<file path="src/verilog/batch_privilege_filter_pkg.sv">
package batch_privilege_filter_pkg;

   // Command kinds presented by the parser front end
   typedef enum logic [4:0] {
      CMD_OTHER,
      CMD_NOOP,
      CMD_TRANSLATION_TABLE_UPDATE,
      CMD_STORE_IMMEDIATE,
      CMD_STORE_BY_INDEX,
      CMD_STORE_REG_TO_MEMORY,
      CMD_BATCH_START,
      CMD_LOAD_REG_IMMEDIATE,
      CMD_LOAD_REG_FROM_MEMORY,
      CMD_LOAD_REG_FROM_REG,
      CMD_PERF_COUNT_REPORT,
      CMD_PIPE_CONTROL,
      CMD_CONTEXT_SET,
      CMD_ATOMIC_MEMORY,
      CMD_MEMORY_COPY,
      CMD_SEMAPHORE_WAIT,
      CMD_ARBITRATION_TOGGLE,
      CMD_DISPLAY_FLIP,
      CMD_CONDITIONAL_BATCH_END,
      CMD_REG_READ
   } cmd_kind_type;

   // Streamer selection
   typedef enum logic [1:0] {
      STREAMER_RENDER,
      STREAMER_BLITTER,
      STREAMER_COMPUTE_ZERO
   } streamer_type;

   // Streamer register bases
   localparam logic [23:0] RENDER_BASE       = 24'h002000;
   localparam logic [23:0] BLITTER_BASE      = 24'h022000;
   localparam logic [23:0] COMPUTE_ZERO_BASE = 24'h01A000;

   // Allow-list depth and window
   localparam int          LIST_DEPTH = 8;
   localparam logic [23:0] WINDOW_MASK = 24'h000FFF;

   // APB register byte offsets
   localparam logic [11:0] OFS_CONTROL     = 12'h000;
   localparam logic [11:0] OFS_ERR_STATUS  = 12'h004;
   localparam logic [11:0] OFS_ERR_MASK    = 12'h008;
   localparam logic [11:0] OFS_ERR_IDENT   = 12'h00C;
   localparam logic [11:0] OFS_WLIST_BASE  = 12'h040;
   localparam logic [11:0] OFS_RLIST_BASE  = 12'h080;

   // Control bit positions
   localparam int CTRL_CHECK_DISABLE = 0;
   localparam int CTRL_STREAMER_LO   = 1;

   // Status bit positions
   localparam int STAT_VIOLATION = 0;
   localparam int STAT_COND_END  = 1;

   // Reset values
   localparam logic [31:0] CONTROL_RESET = 32'h00000000;
   localparam logic [1:0]  MASK_RESET    = 2'h0;
   localparam logic [23:0] LIST_RESET    = 24'hFFFFFF;

endpackage

</file>
<file path="src/verilog/batch_privilege_filter.sv">
// Implementation choices: the APB interface to the registers and the register addresses.
`timescale 1ns/1ps
// How it works
// - Buffer in global translation space is privileged; per-process space is not.
// - Privileged command in non-privileged buffer flags violation and is dropped or has its privileged write suppressed.
// - Violation logged in identity register and raised as an interrupt.
// - Check-disable bit skips every privilege check.
// - Table update, store-by-index, arbitration, flip always become no-ops; context set too unless blitter is selected.
// - Store-immediate, load-from-memory, perf report, atomic, semaphore: no-op if global.
// - Store-register-to-memory reads register; memory write dropped if global.
// - Batch start target privilege never exceeds its parent's.
// - Immediate and memory register loads to privileged registers become no-ops.
// - Register-to-register write to privileged register is discarded.
// - Pipe control flushes; post-sync no-op if global or store-index selected.
// - Pipe control post-sync immediate load to privileged register is discarded.
// - Memory copy becomes no-op if source or destination is global.
// - Reads allowed only at read-list or write-list offsets.
// - Listed offsets resolve relative to the selected streamer's base.
// - Conditional batch end with global selection becomes no-op and flags error.
module batch_privilege_filter
(
   input  wire logic        mclk,
   input  wire logic        rst,
   input  wire logic        clkEn,
   input  wire logic        psel,
   input  wire logic        penable,
   input  wire logic        pwrite,
   input  wire logic [11:0] paddr,
   input  wire logic [31:0] pwdata,
   output logic             pready,
   output logic [31:0]      prdata,
   output logic             pslverr,
   input  wire logic        cmdValid,
   input  wire logic [4:0]  cmdKind,
   input  wire logic        bufferGlobal,
   input  wire logic        inRing,
   input  wire logic        selGlobal,
   input  wire logic        selGlobalDst,
   input  wire logic        useStoreIndex,
   input  wire logic        postSyncLoad,
   input  wire logic [23:0] regAddr,
   input  wire logic [23:0] regAddrDst,
   output logic             outValid,
   output logic [4:0]       outKind,
   output logic             outMemWrite,
   output logic             outRegWrite,
   output logic             outPostSync,
   output logic             outFlush,
   output logic             curPrivileged,
   output logic             irq
);

   logic [31:0] control_q;
   logic [1:0]  errStatus_q;
   logic [1:0]  errMask_q;
   logic [31:0] errIdent_q;
   logic [23:0] writeList_q [batch_privilege_filter_pkg::LIST_DEPTH];
   logic [23:0] readList_q  [batch_privilege_filter_pkg::LIST_DEPTH];
   logic        parentPriv_q;
   logic        secondLevel_q;
   logic        checkDisable;
   logic [1:0]  streamerSel;
   logic [23:0] streamerBase;
   logic        apbWrite;
   logic        privNow;
   logic        srcRegPriv;
   logic        dstRegPriv;
   logic        readAllowed;
   logic        dropCmd;
   logic        memWr;
   logic        regWr;
   logic        postSync;
   logic        violation;
   logic        condEndErr;
   logic        childPriv;
   logic [1:0]  errSet;

   assign checkDisable = control_q[batch_privilege_filter_pkg::CTRL_CHECK_DISABLE];
   assign streamerSel  = control_q[batch_privilege_filter_pkg::CTRL_STREAMER_LO +: 2];
   assign apbWrite     = psel && penable && pwrite && clkEn;

   // Base of the selected streamer
   always_comb
   begin
      case (streamerSel)
         2'h1:    streamerBase = batch_privilege_filter_pkg::BLITTER_BASE;
         2'h2:    streamerBase = batch_privilege_filter_pkg::COMPUTE_ZERO_BASE;
         default: streamerBase = batch_privilege_filter_pkg::RENDER_BASE;
      endcase
   end

   // Offset of an absolute register address within the streamer window
   function automatic logic [23:0] relOffset(input logic [23:0] addr, input logic [23:0] base);
      relOffset = addr - base;
   endfunction

   // Search of an allow-list for an offset
   function automatic logic listHit(input logic [23:0] ofs,
                                    input logic [23:0] list [batch_privilege_filter_pkg::LIST_DEPTH]);
      listHit = 1'b0;
      for (int i = 0; i < batch_privilege_filter_pkg::LIST_DEPTH; i++)
      begin
         if (list[i] == ofs)
         begin
            listHit = 1'b1;
         end
      end
   endfunction

   // Register privilege: anything absent from the write list
   assign srcRegPriv  = !listHit(relOffset(regAddr, streamerBase), writeList_q);
   assign dstRegPriv  = !listHit(relOffset(regAddrDst, streamerBase), writeList_q);
   assign readAllowed = !srcRegPriv ||
                        listHit(relOffset(regAddr, streamerBase), readList_q);

   // Effective privilege of the running buffer
   assign privNow = inRing || (bufferGlobal && (!secondLevel_q || parentPriv_q));

   // Filter decision for the current command
   always_comb
   begin
      dropCmd    = 1'b0;
      memWr      = 1'b1;
      regWr      = 1'b1;
      postSync   = postSyncLoad;
      violation  = 1'b0;
      condEndErr = 1'b0;
      if (!privNow && !checkDisable)
      begin
         case (batch_privilege_filter_pkg::cmd_kind_type'(cmdKind))
            batch_privilege_filter_pkg::CMD_TRANSLATION_TABLE_UPDATE,
            batch_privilege_filter_pkg::CMD_STORE_BY_INDEX,
            batch_privilege_filter_pkg::CMD_ARBITRATION_TOGGLE,
            batch_privilege_filter_pkg::CMD_DISPLAY_FLIP:
            begin
               dropCmd   = 1'b1;
               violation = 1'b1;
            end
            batch_privilege_filter_pkg::CMD_CONTEXT_SET:
            begin
               if (streamerSel != 2'h1)
               begin
                  dropCmd   = 1'b1;
                  violation = 1'b1;
               end
            end
            batch_privilege_filter_pkg::CMD_STORE_IMMEDIATE,
            batch_privilege_filter_pkg::CMD_PERF_COUNT_REPORT,
            batch_privilege_filter_pkg::CMD_ATOMIC_MEMORY,
            batch_privilege_filter_pkg::CMD_SEMAPHORE_WAIT:
            begin
               dropCmd   = selGlobal;
               violation = selGlobal;
            end
            batch_privilege_filter_pkg::CMD_LOAD_REG_FROM_MEMORY:
            begin
               dropCmd   = selGlobal || srcRegPriv;
               violation = dropCmd;
            end
            batch_privilege_filter_pkg::CMD_LOAD_REG_IMMEDIATE:
            begin
               dropCmd   = srcRegPriv;
               violation = srcRegPriv;
            end
            batch_privilege_filter_pkg::CMD_STORE_REG_TO_MEMORY:
            begin
               memWr     = !selGlobal;
               violation = selGlobal;
            end
            batch_privilege_filter_pkg::CMD_LOAD_REG_FROM_REG:
            begin
               regWr     = !dstRegPriv;
               violation = dstRegPriv;
            end
            batch_privilege_filter_pkg::CMD_PIPE_CONTROL:
            begin
               if (selGlobal || useStoreIndex)
               begin
                  postSync  = 1'b0;
                  violation = 1'b1;
               end
               else if (postSyncLoad && srcRegPriv)
               begin
                  postSync  = 1'b0;
                  violation = 1'b1;
               end
            end
            batch_privilege_filter_pkg::CMD_MEMORY_COPY:
            begin
               dropCmd   = selGlobal || selGlobalDst;
               violation = dropCmd;
            end
            batch_privilege_filter_pkg::CMD_CONDITIONAL_BATCH_END:
            begin
               dropCmd    = selGlobal;
               condEndErr = selGlobal;
            end
            batch_privilege_filter_pkg::CMD_REG_READ:
            begin
               dropCmd   = !readAllowed;
               violation = !readAllowed;
            end
            default:
            begin
               dropCmd = 1'b0;
            end
         endcase
      end
   end

   // Child buffer privilege is capped by the parent's
   assign childPriv = privNow && bufferGlobal;
   // Batch nesting state
   always_ff @(posedge mclk or posedge rst)
   begin
      if (rst)
      begin
         parentPriv_q  <= 1'b1;
         secondLevel_q <= 1'b0;
      end
      else if (clkEn && cmdValid &&
               cmdKind == 5'(batch_privilege_filter_pkg::CMD_BATCH_START))
      begin
         parentPriv_q  <= childPriv;
         secondLevel_q <= !inRing;
      end
      else if (clkEn && cmdValid && inRing)
      begin
         parentPriv_q  <= 1'b1;
         secondLevel_q <= 1'b0;
      end
   end

   // Filtered command output stage
   always_ff @(posedge mclk or posedge rst)
   begin
      if (rst)
      begin
         outValid      <= 1'b0;
         outKind       <= 5'h00;
         outMemWrite   <= 1'b0;
         outRegWrite   <= 1'b0;
         outPostSync   <= 1'b0;
         outFlush      <= 1'b0;
         curPrivileged <= 1'b0;
      end
      else if (clkEn)
      begin
         outValid      <= cmdValid;
         outKind       <= dropCmd ? 5'(batch_privilege_filter_pkg::CMD_NOOP) : cmdKind;
         outMemWrite   <= cmdValid && !dropCmd && memWr;
         outRegWrite   <= cmdValid && !dropCmd && regWr;
         outPostSync   <= cmdValid && postSync;
         outFlush      <= cmdValid &&
                          cmdKind == 5'(batch_privilege_filter_pkg::CMD_PIPE_CONTROL);
         curPrivileged <= privNow;
      end
   end

   assign errSet = {cmdValid && clkEn && condEndErr, cmdValid && clkEn && violation};
   // Sticky error status, set wins over write-one-clear
   always_ff @(posedge mclk or posedge rst)
   begin
      if (rst)
      begin
         errStatus_q <= 2'h0;
      end
      else if (clkEn)
      begin
         if (apbWrite && paddr == batch_privilege_filter_pkg::OFS_ERR_STATUS)
         begin
            errStatus_q <= (errStatus_q & ~pwdata[1:0]) | errSet;
         end
         else
         begin
            errStatus_q <= errStatus_q | errSet;
         end
      end
   end

   // Error identity: last offending command kind
   always_ff @(posedge mclk or posedge rst)
   begin
      if (rst)
      begin
         errIdent_q <= 32'h00000000;
      end
      else if (clkEn && (errSet != 2'h0))
      begin
         errIdent_q <= {11'h000, errSet[1], errSet[0], cmdKind, regAddr[13:0]};
      end
   end

   // Software registers
   always_ff @(posedge mclk or posedge rst)
   begin
      if (rst)
      begin
         control_q <= batch_privilege_filter_pkg::CONTROL_RESET;
         errMask_q <= batch_privilege_filter_pkg::MASK_RESET;
         for (int i = 0; i < batch_privilege_filter_pkg::LIST_DEPTH; i++)
         begin
            writeList_q[i] <= batch_privilege_filter_pkg::LIST_RESET;
            readList_q[i]  <= batch_privilege_filter_pkg::LIST_RESET;
         end
      end
      else if (apbWrite)
      begin
         if (paddr == batch_privilege_filter_pkg::OFS_CONTROL)
         begin
            control_q <= {29'h0, pwdata[2:0]};
         end
         if (paddr == batch_privilege_filter_pkg::OFS_ERR_MASK)
         begin
            errMask_q <= pwdata[1:0];
         end
         for (int i = 0; i < batch_privilege_filter_pkg::LIST_DEPTH; i++)
         begin
            if (paddr == batch_privilege_filter_pkg::OFS_WLIST_BASE + 12'(4 * i))
            begin
               writeList_q[i] <= pwdata[23:0];
            end
            if (paddr == batch_privilege_filter_pkg::OFS_RLIST_BASE + 12'(4 * i))
            begin
               readList_q[i] <= pwdata[23:0];
            end
         end
      end
   end

   // APB read data and response, one access cycle
   always_ff @(posedge mclk or posedge rst)
   begin
      if (rst)
      begin
         prdata  <= 32'h00000000;
         pready  <= 1'b0;
         pslverr <= 1'b0;
         irq     <= 1'b0;
      end
      else if (clkEn)
      begin
         irq     <= |((errStatus_q | errSet) & errMask_q);
         pready  <= psel && !penable;
         pslverr <= 1'b0;
         prdata  <= 32'h00000000;
         if (psel && !penable)
         begin
            case (paddr)
               batch_privilege_filter_pkg::OFS_CONTROL:    prdata <= control_q;
               batch_privilege_filter_pkg::OFS_ERR_STATUS: prdata <= {30'h0, errStatus_q};
               batch_privilege_filter_pkg::OFS_ERR_MASK:   prdata <= {30'h0, errMask_q};
               batch_privilege_filter_pkg::OFS_ERR_IDENT:  prdata <= errIdent_q;
               default:
               begin
                  if (paddr[11:5] == 7'h02)
                  begin
                     prdata <= {8'h00, writeList_q[paddr[4:2]]};
                  end
                  else if (paddr[11:5] == 7'h04)
                  begin
                     prdata <= {8'h00, readList_q[paddr[4:2]]};
                  end
                  else
                  begin
                     pslverr <= 1'b1;
                  end
               end
            endcase
         end
      end
   end

   // Checks
   dropNoop_a: assert property (@(posedge mclk) disable iff (rst)
      clkEn && cmdValid && dropCmd |=> outKind == 5'(batch_privilege_filter_pkg::CMD_NOOP))
      else $error("dropped command not a no-op");
   violSticky_a: assert property (@(posedge mclk) disable iff (rst)
      clkEn && cmdValid && violation |=> errStatus_q[0])
      else $error("violation not recorded");
   disableOk_a: assert property (@(posedge mclk) disable iff (rst)
      checkDisable |-> !dropCmd && !violation)
      else $error("check ran while disabled");
   alwaysNoop_a: assert property (@(posedge mclk) disable iff (rst)
      !privNow && !checkDisable &&
      cmdKind == 5'(batch_privilege_filter_pkg::CMD_DISPLAY_FLIP) |-> dropCmd)
      else $error("flip not dropped");
   srmRead_a: assert property (@(posedge mclk) disable iff (rst)
      clkEn && cmdValid && cmdKind == 5'(batch_privilege_filter_pkg::CMD_STORE_REG_TO_MEMORY)
      |=> outKind == 5'(batch_privilege_filter_pkg::CMD_STORE_REG_TO_MEMORY))
      else $error("register read lost");
   flushKept_a: assert property (@(posedge mclk) disable iff (rst)
      clkEn && cmdValid && cmdKind == 5'(batch_privilege_filter_pkg::CMD_PIPE_CONTROL)
      |=> outFlush)
      else $error("flush lost");
   copyGlobal_a: assert property (@(posedge mclk) disable iff (rst)
      !privNow && !checkDisable && selGlobalDst &&
      cmdKind == 5'(batch_privilege_filter_pkg::CMD_MEMORY_COPY) |-> dropCmd)
      else $error("global copy not dropped");
   irqLevel_a: assert property (@(posedge mclk) disable iff (rst)
      clkEn && $past(clkEn) && |(errStatus_q & errMask_q) |=> irq)
      else $error("interrupt missing");
   childCap_a: assert property (@(posedge mclk) disable iff (rst)
      clkEn && cmdValid && !privNow &&
      cmdKind == 5'(batch_privilege_filter_pkg::CMD_BATCH_START) |=> !parentPriv_q)
      else $error("child gained privilege");
   dropSeen_c: cover property (@(posedge mclk) disable iff (rst) clkEn && cmdValid && dropCmd);
   irqSeen_c: cover property (@(posedge mclk) disable iff (rst) irq);
   condEnd_c: cover property (@(posedge mclk) disable iff (rst) clkEn && cmdValid && condEndErr);

endmodule

</file>
<file path="config.mk">
export PLATFORM = sky130hd
export DESIGN_NAME = batch_privilege_filter
export DESIGN_NICKNAME = d
export VERILOG_FILES = /design/src/verilog/batch_privilege_filter_pkg.sv /design/src/verilog/batch_privilege_filter.sv
export SDC_FILE = /design/constraint.sdc
export NUM_CORES = 1
export LEC_CHECK = 0
export ABC_AREA = 1
export BUFFER_PORTS_ARGS = -buffer_cell sky130_fd_sc_hd__buf_2
export CAP_MARGIN = 15
export CORE_ASPECT_RATIO = 0.7
export CORE_UTILIZATION = 30
export CTS_BUF_LIST = sky130_fd_sc_hd__clkbuf_4 sky130_fd_sc_hd__clkbuf_8
export DETAILED_ROUTE_END_ITERATION = 10
export MAX_ROUTING_LAYER = met4
export SYNTH_ARGS = -nofsm -noshare
export SYNTH_HDL_FRONTEND = slang
export SYNTH_SLANG_ARGS = --single-unit
export TNS_END_PERCENT = 50
</file>
<file path="constraint.sdc">
create_clock -name mclk -period 17 [get_ports mclk]
set_input_delay 3.4 -clock mclk [delete_from_list [all_inputs] [get_ports mclk]]
set_output_delay 3.4 -clock mclk [all_outputs]
set_load 0.03 [all_outputs]
</file>
=== After elaboration in Yosys (flattened, before gate mapping) ===
Index checks and enable logic that the tools add are counted.
W data, S select, Z words.

* Add/subtract/negate cells: 2
* Order comparisons: 1
* Equality and inequality tests: 66
* Mux-type cells: 62
* Bitwise logic cells: 6
* Reductions and logical operators: 62

{| class="wikitable"
|+ Operator list
! kind !! count
|-
| $eq A24 B24 Y1 || 24
|-
| $mux W24 || 7
|-
| $bmux W24 S3 || 2
|-
| $eq A12 B7 Y1 const B || 8
|-
| $eq A12 B8 Y1 const B || 8
|-
| $pmux W24 S4 || 1
|-
| $sub A24 B24 Y24 || 2
|-
| $mux W1 || 47
|-
| $eq A5 B4 Y1 const B || 8
|-
| $pmux W18 S2 || 1
|-
| $reduce_and A2 Y1 || 18
|-
| $eq A12 B4 Y1 const B || 2
|-
| $eq A5 B3 Y1 const B || 4
|-
| $eq A5 B5 Y1 const B || 4
|-
| $logic_and A1 B1 Y1 || 20
|-
| $eq A12 B3 Y1 const B || 1
|-
| $logic_not A12 Y1 || 1
|-
| $eq A5 B2 Y1 const B || 2
|-
| $logic_not A1 Y1 || 10
|-
| $reduce_or A5 Y1 || 2
|-
| $pmux W1 S9 || 1
|-
| $reduce_or A4 Y1 || 2
|-
| $eq A7 B2 Y1 const B || 1
|-
| $eq A7 B3 Y1 const B || 1
|-
| other kinds (14) || 22
|}

* Bits in registers: 460
* Input port bits: 110
* Output and inout bits: 46
* Logic and storage cells: 232

=== Depth between registers and ports, before layout ===
* Depth after elaboration: 22
* Gate-level depth with buffers: 32
* Mapped depth without buffers: 29

=== Least setup slack after synthesis ===
OpenSTA, ideal clock, no wires.

* Kind: input to register
* Start: input regAddr[13]
* End: register errIdent_q[0]
* Setup time: 0.121 ns
* Arrival: 6.102 ns
* Required time: 16.879 ns
* Setup slack: 10.777 ns
* Stages on the path: 31
* Path buffers: 5
* Cell sequence: buf_2 -> inv_1 -> buf_2 -> ha_1 -> inv_1 -> nand2_2 -> nand2_2 -> nand3_4 -> nand3b_1 -> nand2_2 -> nand2_2 -> buf_2 -> nand2_1 -> nand2_1 -> nand2_1 -> nor2_1 -> nand2_1 -> nand2_1 -> nor2_2 -> nand2_1 -> nand2_1 -> nand2_1 -> nand2_1 -> nor2_1 -> nand2_1 -> nand2_2 -> nand2_2 -> buf_6 -> buf_6 -> nand2_1 -> o21ai_1

* Longest elaborated chain between the ends: 19

{| class="wikitable"
|+ Ends and longest elaborated chain
! what !! line !! RTL
|-
| start: declaration || batch_privilege_filter.sv:41 || <nowiki>input wire logic [23:0] regAddr,</nowiki>
|-
| $sub A24 B24 Y24 * || batch_privilege_filter.sv:94 || <nowiki>relOffset = addr - base;</nowiki>
|-
| $eq A24 B24 Y1 || batch_privilege_filter.sv:103 || <nowiki>if (list[i] == ofs)</nowiki>
|-
| $mux W1 (8 in series) || batch_privilege_filter.sv:103 ||
|-
| $logic_not A1 Y1 || batch_privilege_filter.sv:111 || <nowiki>assign srcRegPriv = !listHit(relOffset(regAddr, streamerBase), writeList_q);</nowiki>
|-
| $logic_and A1 B1 Y1 || batch_privilege_filter.sv:182 || <nowiki>else if (postSyncLoad && srcRegPriv)</nowiki>
|-
| $mux W1 || batch_privilege_filter.sv:182 ||
|-
| $mux W1 || batch_privilege_filter.sv:177 || <nowiki>if (selGlobal || useStoreIndex)</nowiki>
|-
| $pmux W1 S9 * || batch_privilege_filter.sv:130 || <nowiki>case (batch_privilege_filter_pkg::cmd_kind_type'(cmdKind))</nowiki>
|-
| $mux W1 * || batch_privilege_filter.sv:128 || <nowiki>if (!privNow && !checkDisable)</nowiki>
|-
| $logic_and A1 B1 Y1 * || batch_privilege_filter.sv:260 || <nowiki>assign errSet = {cmdValid && clkEn && condEndErr, cmdValid && clkEn && violation};</nowiki>
|-
| $reduce_bool A2 Y1 * || batch_privilege_filter.sv:288 || <nowiki>else if (clkEn && (errSet != 2'h0))</nowiki>
|-
| $logic_and A1 B1 Y1 * || batch_privilege_filter.sv:288 ||
|-
| end signal: assignment || batch_privilege_filter.sv:290 || <nowiki>errIdent_q <= {11'h000, errSet[1], errSet[0], cmdKind, regAddr[13:0]};</nowiki>
|-
| end: declaration || batch_privilege_filter.sv:56 || <nowiki>logic [31:0] errIdent_q;</nowiki>
|}

Mark *: on every way between the ends. The rest lies on a longest branch, timed or not.
A chain may end at the register's enable or synchronous reset.

=== Worst setup path after layout ===
* Start: input regAddr[13]
* End: register errIdent_q[1]

Same word-level chain as after synthesis.

==> impl_summary.md <==
Outcome
The run finished with clean final reports.

Clock network
The tree is rooted in a sky130_fd_sc_hd__clkbuf_8. The total CTS buffers is between 80 and 90. The clock latency of the later-clocked register in the worst-skew pair is approximately 700 ps. The longest clock path from root to sink contains 3 buffers. Gates resized during post-CTS repair numbered 0. Counting every sink on the clock net gives around 450.

The TritonCTS clock tree is done. After clock tree synthesis, the clock-pin slew on the worst setup and hold paths is around 70 ps. The hold buffer count at CTS is 0. The H-tree was split into 3 levels. Once the clock tree was built, the setup fixing pass inserted 0 buffers.

Final layout
The number of nets at the end of the flow is between 4000 and 5000. The post-layout instance count excluding filler cells is between 5000 and 6000. The signed area change from the synthesized netlist to the final layout is 12.0%.

The cell area after layout is around 33000 sq um. The layout has approximately 11000 filler cells. The share of cells above drive strength 1 is roughly 18%.

Routing
For this run, the detailed router's first-pass iteration total came to 8. The total wire length is 119000 um. The DRC violations left is 0. The ratio of routed vias to standard cells is between 5 and 6. The average wire per standard cell is 21.1 um.

The number of vias after detailed routing is slightly below 30000. Detailed routing placed a total of 49100 um of wire on met2. The number of DRC markers in iteration 0 is about 3600. After detailed routing, the wire length on met1 is between 50000 and 60000 um. Routed signal wires occupy layers up through met4. The routed length on met3 is 13500 um. The count of nets left with antenna violations once routing finished came out at 0.

Global routing
The first-pass GRT wire length is roughly 170000 um. The number of antenna violations at the first check in global routing was 9. The final global-route overflow total is 0. The via count of the first global-routing pass is roughly 26000.

The overall track demand over capacity in global routing is 23.9%. The largest net degree at the start of global routing is ~170.

Yosys
The per-instance average area after synthesis is around 7.1 sq um. The count of flip-flops with a built-in enable after synthesis is 0. Counting instances in the post-synthesis netlist gives the leading cell types as sky130_fd_sc_hd__nand2_1 (1412), sky130_fd_sc_hd__inv_1 (405), sky130_fd_sc_hd__o21ai_0 (404). The most used flip-flop cell after synthesis is sky130_fd_sc_hd__dfstp_2. The cell area after synthesis is 29700 sq um. The most common cell in the synthesized netlist is sky130_fd_sc_hd__nand2_1. The number of different library cells in the post-synthesis netlist is 46. After synthesis the netlist holds a flip-flop and latch count of 452. Sequential elements use between 30% and 40% of the synthesized area.

Of all flip-flops after synthesis, the portion carrying an async set or reset was 100%. For this run, the number of Yosys warnings is 0. After technology mapping, the gate count stands at around 4200. The post-synthesis cell type with the largest combined area is sky130_fd_sc_hd__dfstp_2. Of the post-synthesis cell area, the dominant cell type holds roughly 34%. After synthesis, the cell types taking the most area are sky130_fd_sc_hd__dfstp_2 (34%), sky130_fd_sc_hd__nand2_1 (18%), sky130_fd_sc_hd__o21ai_0 (6.8%), sky130_fd_sc_hd__dfrtp_1 (5.6%), sky130_fd_sc_hd__inv_1 (5.1%).

Critical path
STA classifies the critical path startpoint as an input port. The endpoint kind of the worst setup timing path is a flop. The launch instance of the worst register-to-register path is control_q[1].

The register-to-register setup slack is ~12000 ps. Following the worst setup path forward leads to its endpoint at errIdent_q[1]. Tracing the worst setup path back leads to its startpoint at regAddr[13]. In this run the worst path has a maximum fanout of 39.

For the worst setup path, the data required time is about 18000 ps. The arrival time reported for the critical path endpoint is approximately 8500 ps. The cell count of the worst reg-to-reg path is 26.

The critical path in this run is classified as input port to flop. In this run the critical register-to-register path is captured at errIdent_q[1].

Timing
The final clock skew is about 28 ps. The shortest clock period the worst path allows after layout is approximately 8000 ps. The final-report setup violation count is 0.

The number of hold violations in the final report is 0. Derived from the worst setup path, the maximum achievable clock frequency is around 0.13 GHz. The worst pin sits at a relative slew slack of 16.5%.

Dividing the final minimum period by the clock period gives approximately 47%. Setup repair after global routing left no endpoint under its margin. The transition time at the pin with the least slew margin is around 1200 ps.

The final-layout setup total negative slack is 0 ps. The worst path meets setup with between 9000 and 10000 ps of slack. The final max-slew violation count is 0.

Power and ir drop
The peak ir drop on the vdd network is about 46 uV. The sum of internal, switching and leakage power is between 2000 and 3000 uW. The standby leakage power is 0.0137 uW. Dividing total power by cell area gives a power density of roughly 80 nW/um^2.

Die
Measured along the y axis, the die boundary spans approximately 270 um. The starting utilization of the core area is between 30% and 40%. From left edge to right edge, the die measures between 300 and 400 um.

The number of core rows is between 90 and 100. The placeable core region is 98100 sq um. The number of top-level design ports is around 160.

The die covers about 100000 sq um.

Place
The global placer's final weighted congestion is roughly 1. Counting tap cells, the placed design contains a total of roughly 5500 instances. The quantity of I/O buffers inserted on ports is between 100 and 150. The cell area reported after detailed placement is about 31000 sq um. The worst slack at placement is 8490 ps. The sum of net half-perimeters after detailed placement is roughly 80000 um.

Hold path
The worst hold path passes through 2 cells. The class of the tightest hold or removal check is flop to flop.

Flow run
The tool flagged a number of max-cap violations equal to 0.
-- stage by stage --
step                      hold WS [ps]  util (%)
after detailed placement           459      31.9
final                              476      33.9
after CTS                          477      33.9
after floorplan                    442         -
after global routing               490      33.9
after global placement             451      31.9
-- metal layers --
metal  global-route usage (%)  up-vias
met4                     7.60        0
met3                     5.74      211
met5                        -        -
li1                         -    13600
met2                     33.5     1464
met1                     33.6    13900
-- worst min path at each step --
| stage | from | endpoint | slack, ps |
|---|---|---|---|
| finish | outValid | outValid | 480 |
| global route | outValid | outValid | 490 |
| CTS | outValid | outValid | 480 |
| detailed placement | outValid | outValid | 460 |
| global placement | outValid | outValid | 450 |
| floorplan | errIdent_q[20] | errIdent_q[20] | 440 |
-- logic make-up after synthesis --
group / share of synthesized area [%]
simple gates: 27.8
compound gates: 14.5
buf+inv: 8.77
flops: 39.7
xor+xnor: 8.90
fa+ha+maj: 0.337
other cells: 0.0126
-- state kept, by name, summed over array words and instances, names as in the netlist, 2 cells and up --
register     cells
control_q        3
writeList_q    192
errStatus_q      2
readList_q     192
prdata          24
errMask_q        2
outKind          5
errIdent_q      21
-- where the power goes --
| part | total [uW] | internal, uW | switching [uW] |
|---|---|---|---|
| combinational | 348 | 91.2 | 256 |
| clock | 1230 | 697 | 530 |
| sequential | 1110 | 1100 | 8.46 |
| total | 2690 | 1890 | 794 |
-- placed cells by master, fill, tap and decap left out, drive strengths merged, types with 3 or more instances in the layout --
cell type and n:
nand2 1438, o21ai 424, inv 411, dfstp 385, nor2 312, nand3 225, buf 163, xor2 157
xnor2 140, clkbuf 139, o22ai 121, dfrtp 67, a21oi 55, o311ai 47, a22oi 37, nand4 35
nor3 29, o211ai 25, clkinv 16, a221oi 15, diode 10, ha 8, conb 8, nand3b 7
a32o 5, o31ai 3, a31oi 3, or2 3, o2111ai 3, bufinv 3, clkinvlp 3
-- cell type report --
cell class / count / area [sq um] / share of cell area, %
multi-input combinational: 3107 / 15400 / 46.3
sequential: 452 / 11800 / 35.4
clock buffer: 137 / 1740 / 5.23
tap: 1323 / 1660 / 4.97
inverter: 411 / 1550 / 4.66
timing repair buffer: 165 / 901 / 2.71
clock inverter: 22 / 200 / 0.601
antenna: 10 / 25.0 / 0.0752
-- worst max-delay path, stage by stage --
cell	delay, ps
sky130_fd_sc_hd__buf_2	500
sky130_fd_sc_hd__inv_1	540
sky130_fd_sc_hd__ha_1	1090
sky130_fd_sc_hd__nor2_1	80
sky130_fd_sc_hd__nor2_1	340
sky130_fd_sc_hd__nand3_1	130
sky130_fd_sc_hd__nor2_1	110
sky130_fd_sc_hd__nand3_1	160
sky130_fd_sc_hd__nor2_1	190
sky130_fd_sc_hd__nand3_1	100
sky130_fd_sc_hd__nor2_1	120
sky130_fd_sc_hd__nand2_1	60
sky130_fd_sc_hd__nand2_1	60
sky130_fd_sc_hd__nor2_1	60
sky130_fd_sc_hd__nand2_1	130
sky130_fd_sc_hd__nand2_1	70
sky130_fd_sc_hd__nand2_1	80
sky130_fd_sc_hd__nand2_1	50
sky130_fd_sc_hd__nor2_1	130
sky130_fd_sc_hd__nand2_1	80
sky130_fd_sc_hd__nand2_2	120
sky130_fd_sc_hd__nand2_2	510
sky130_fd_sc_hd__nor2_1	260
sky130_fd_sc_hd__a21oi_1	60
Note: power is estimated with default switching activity, not from simulation.
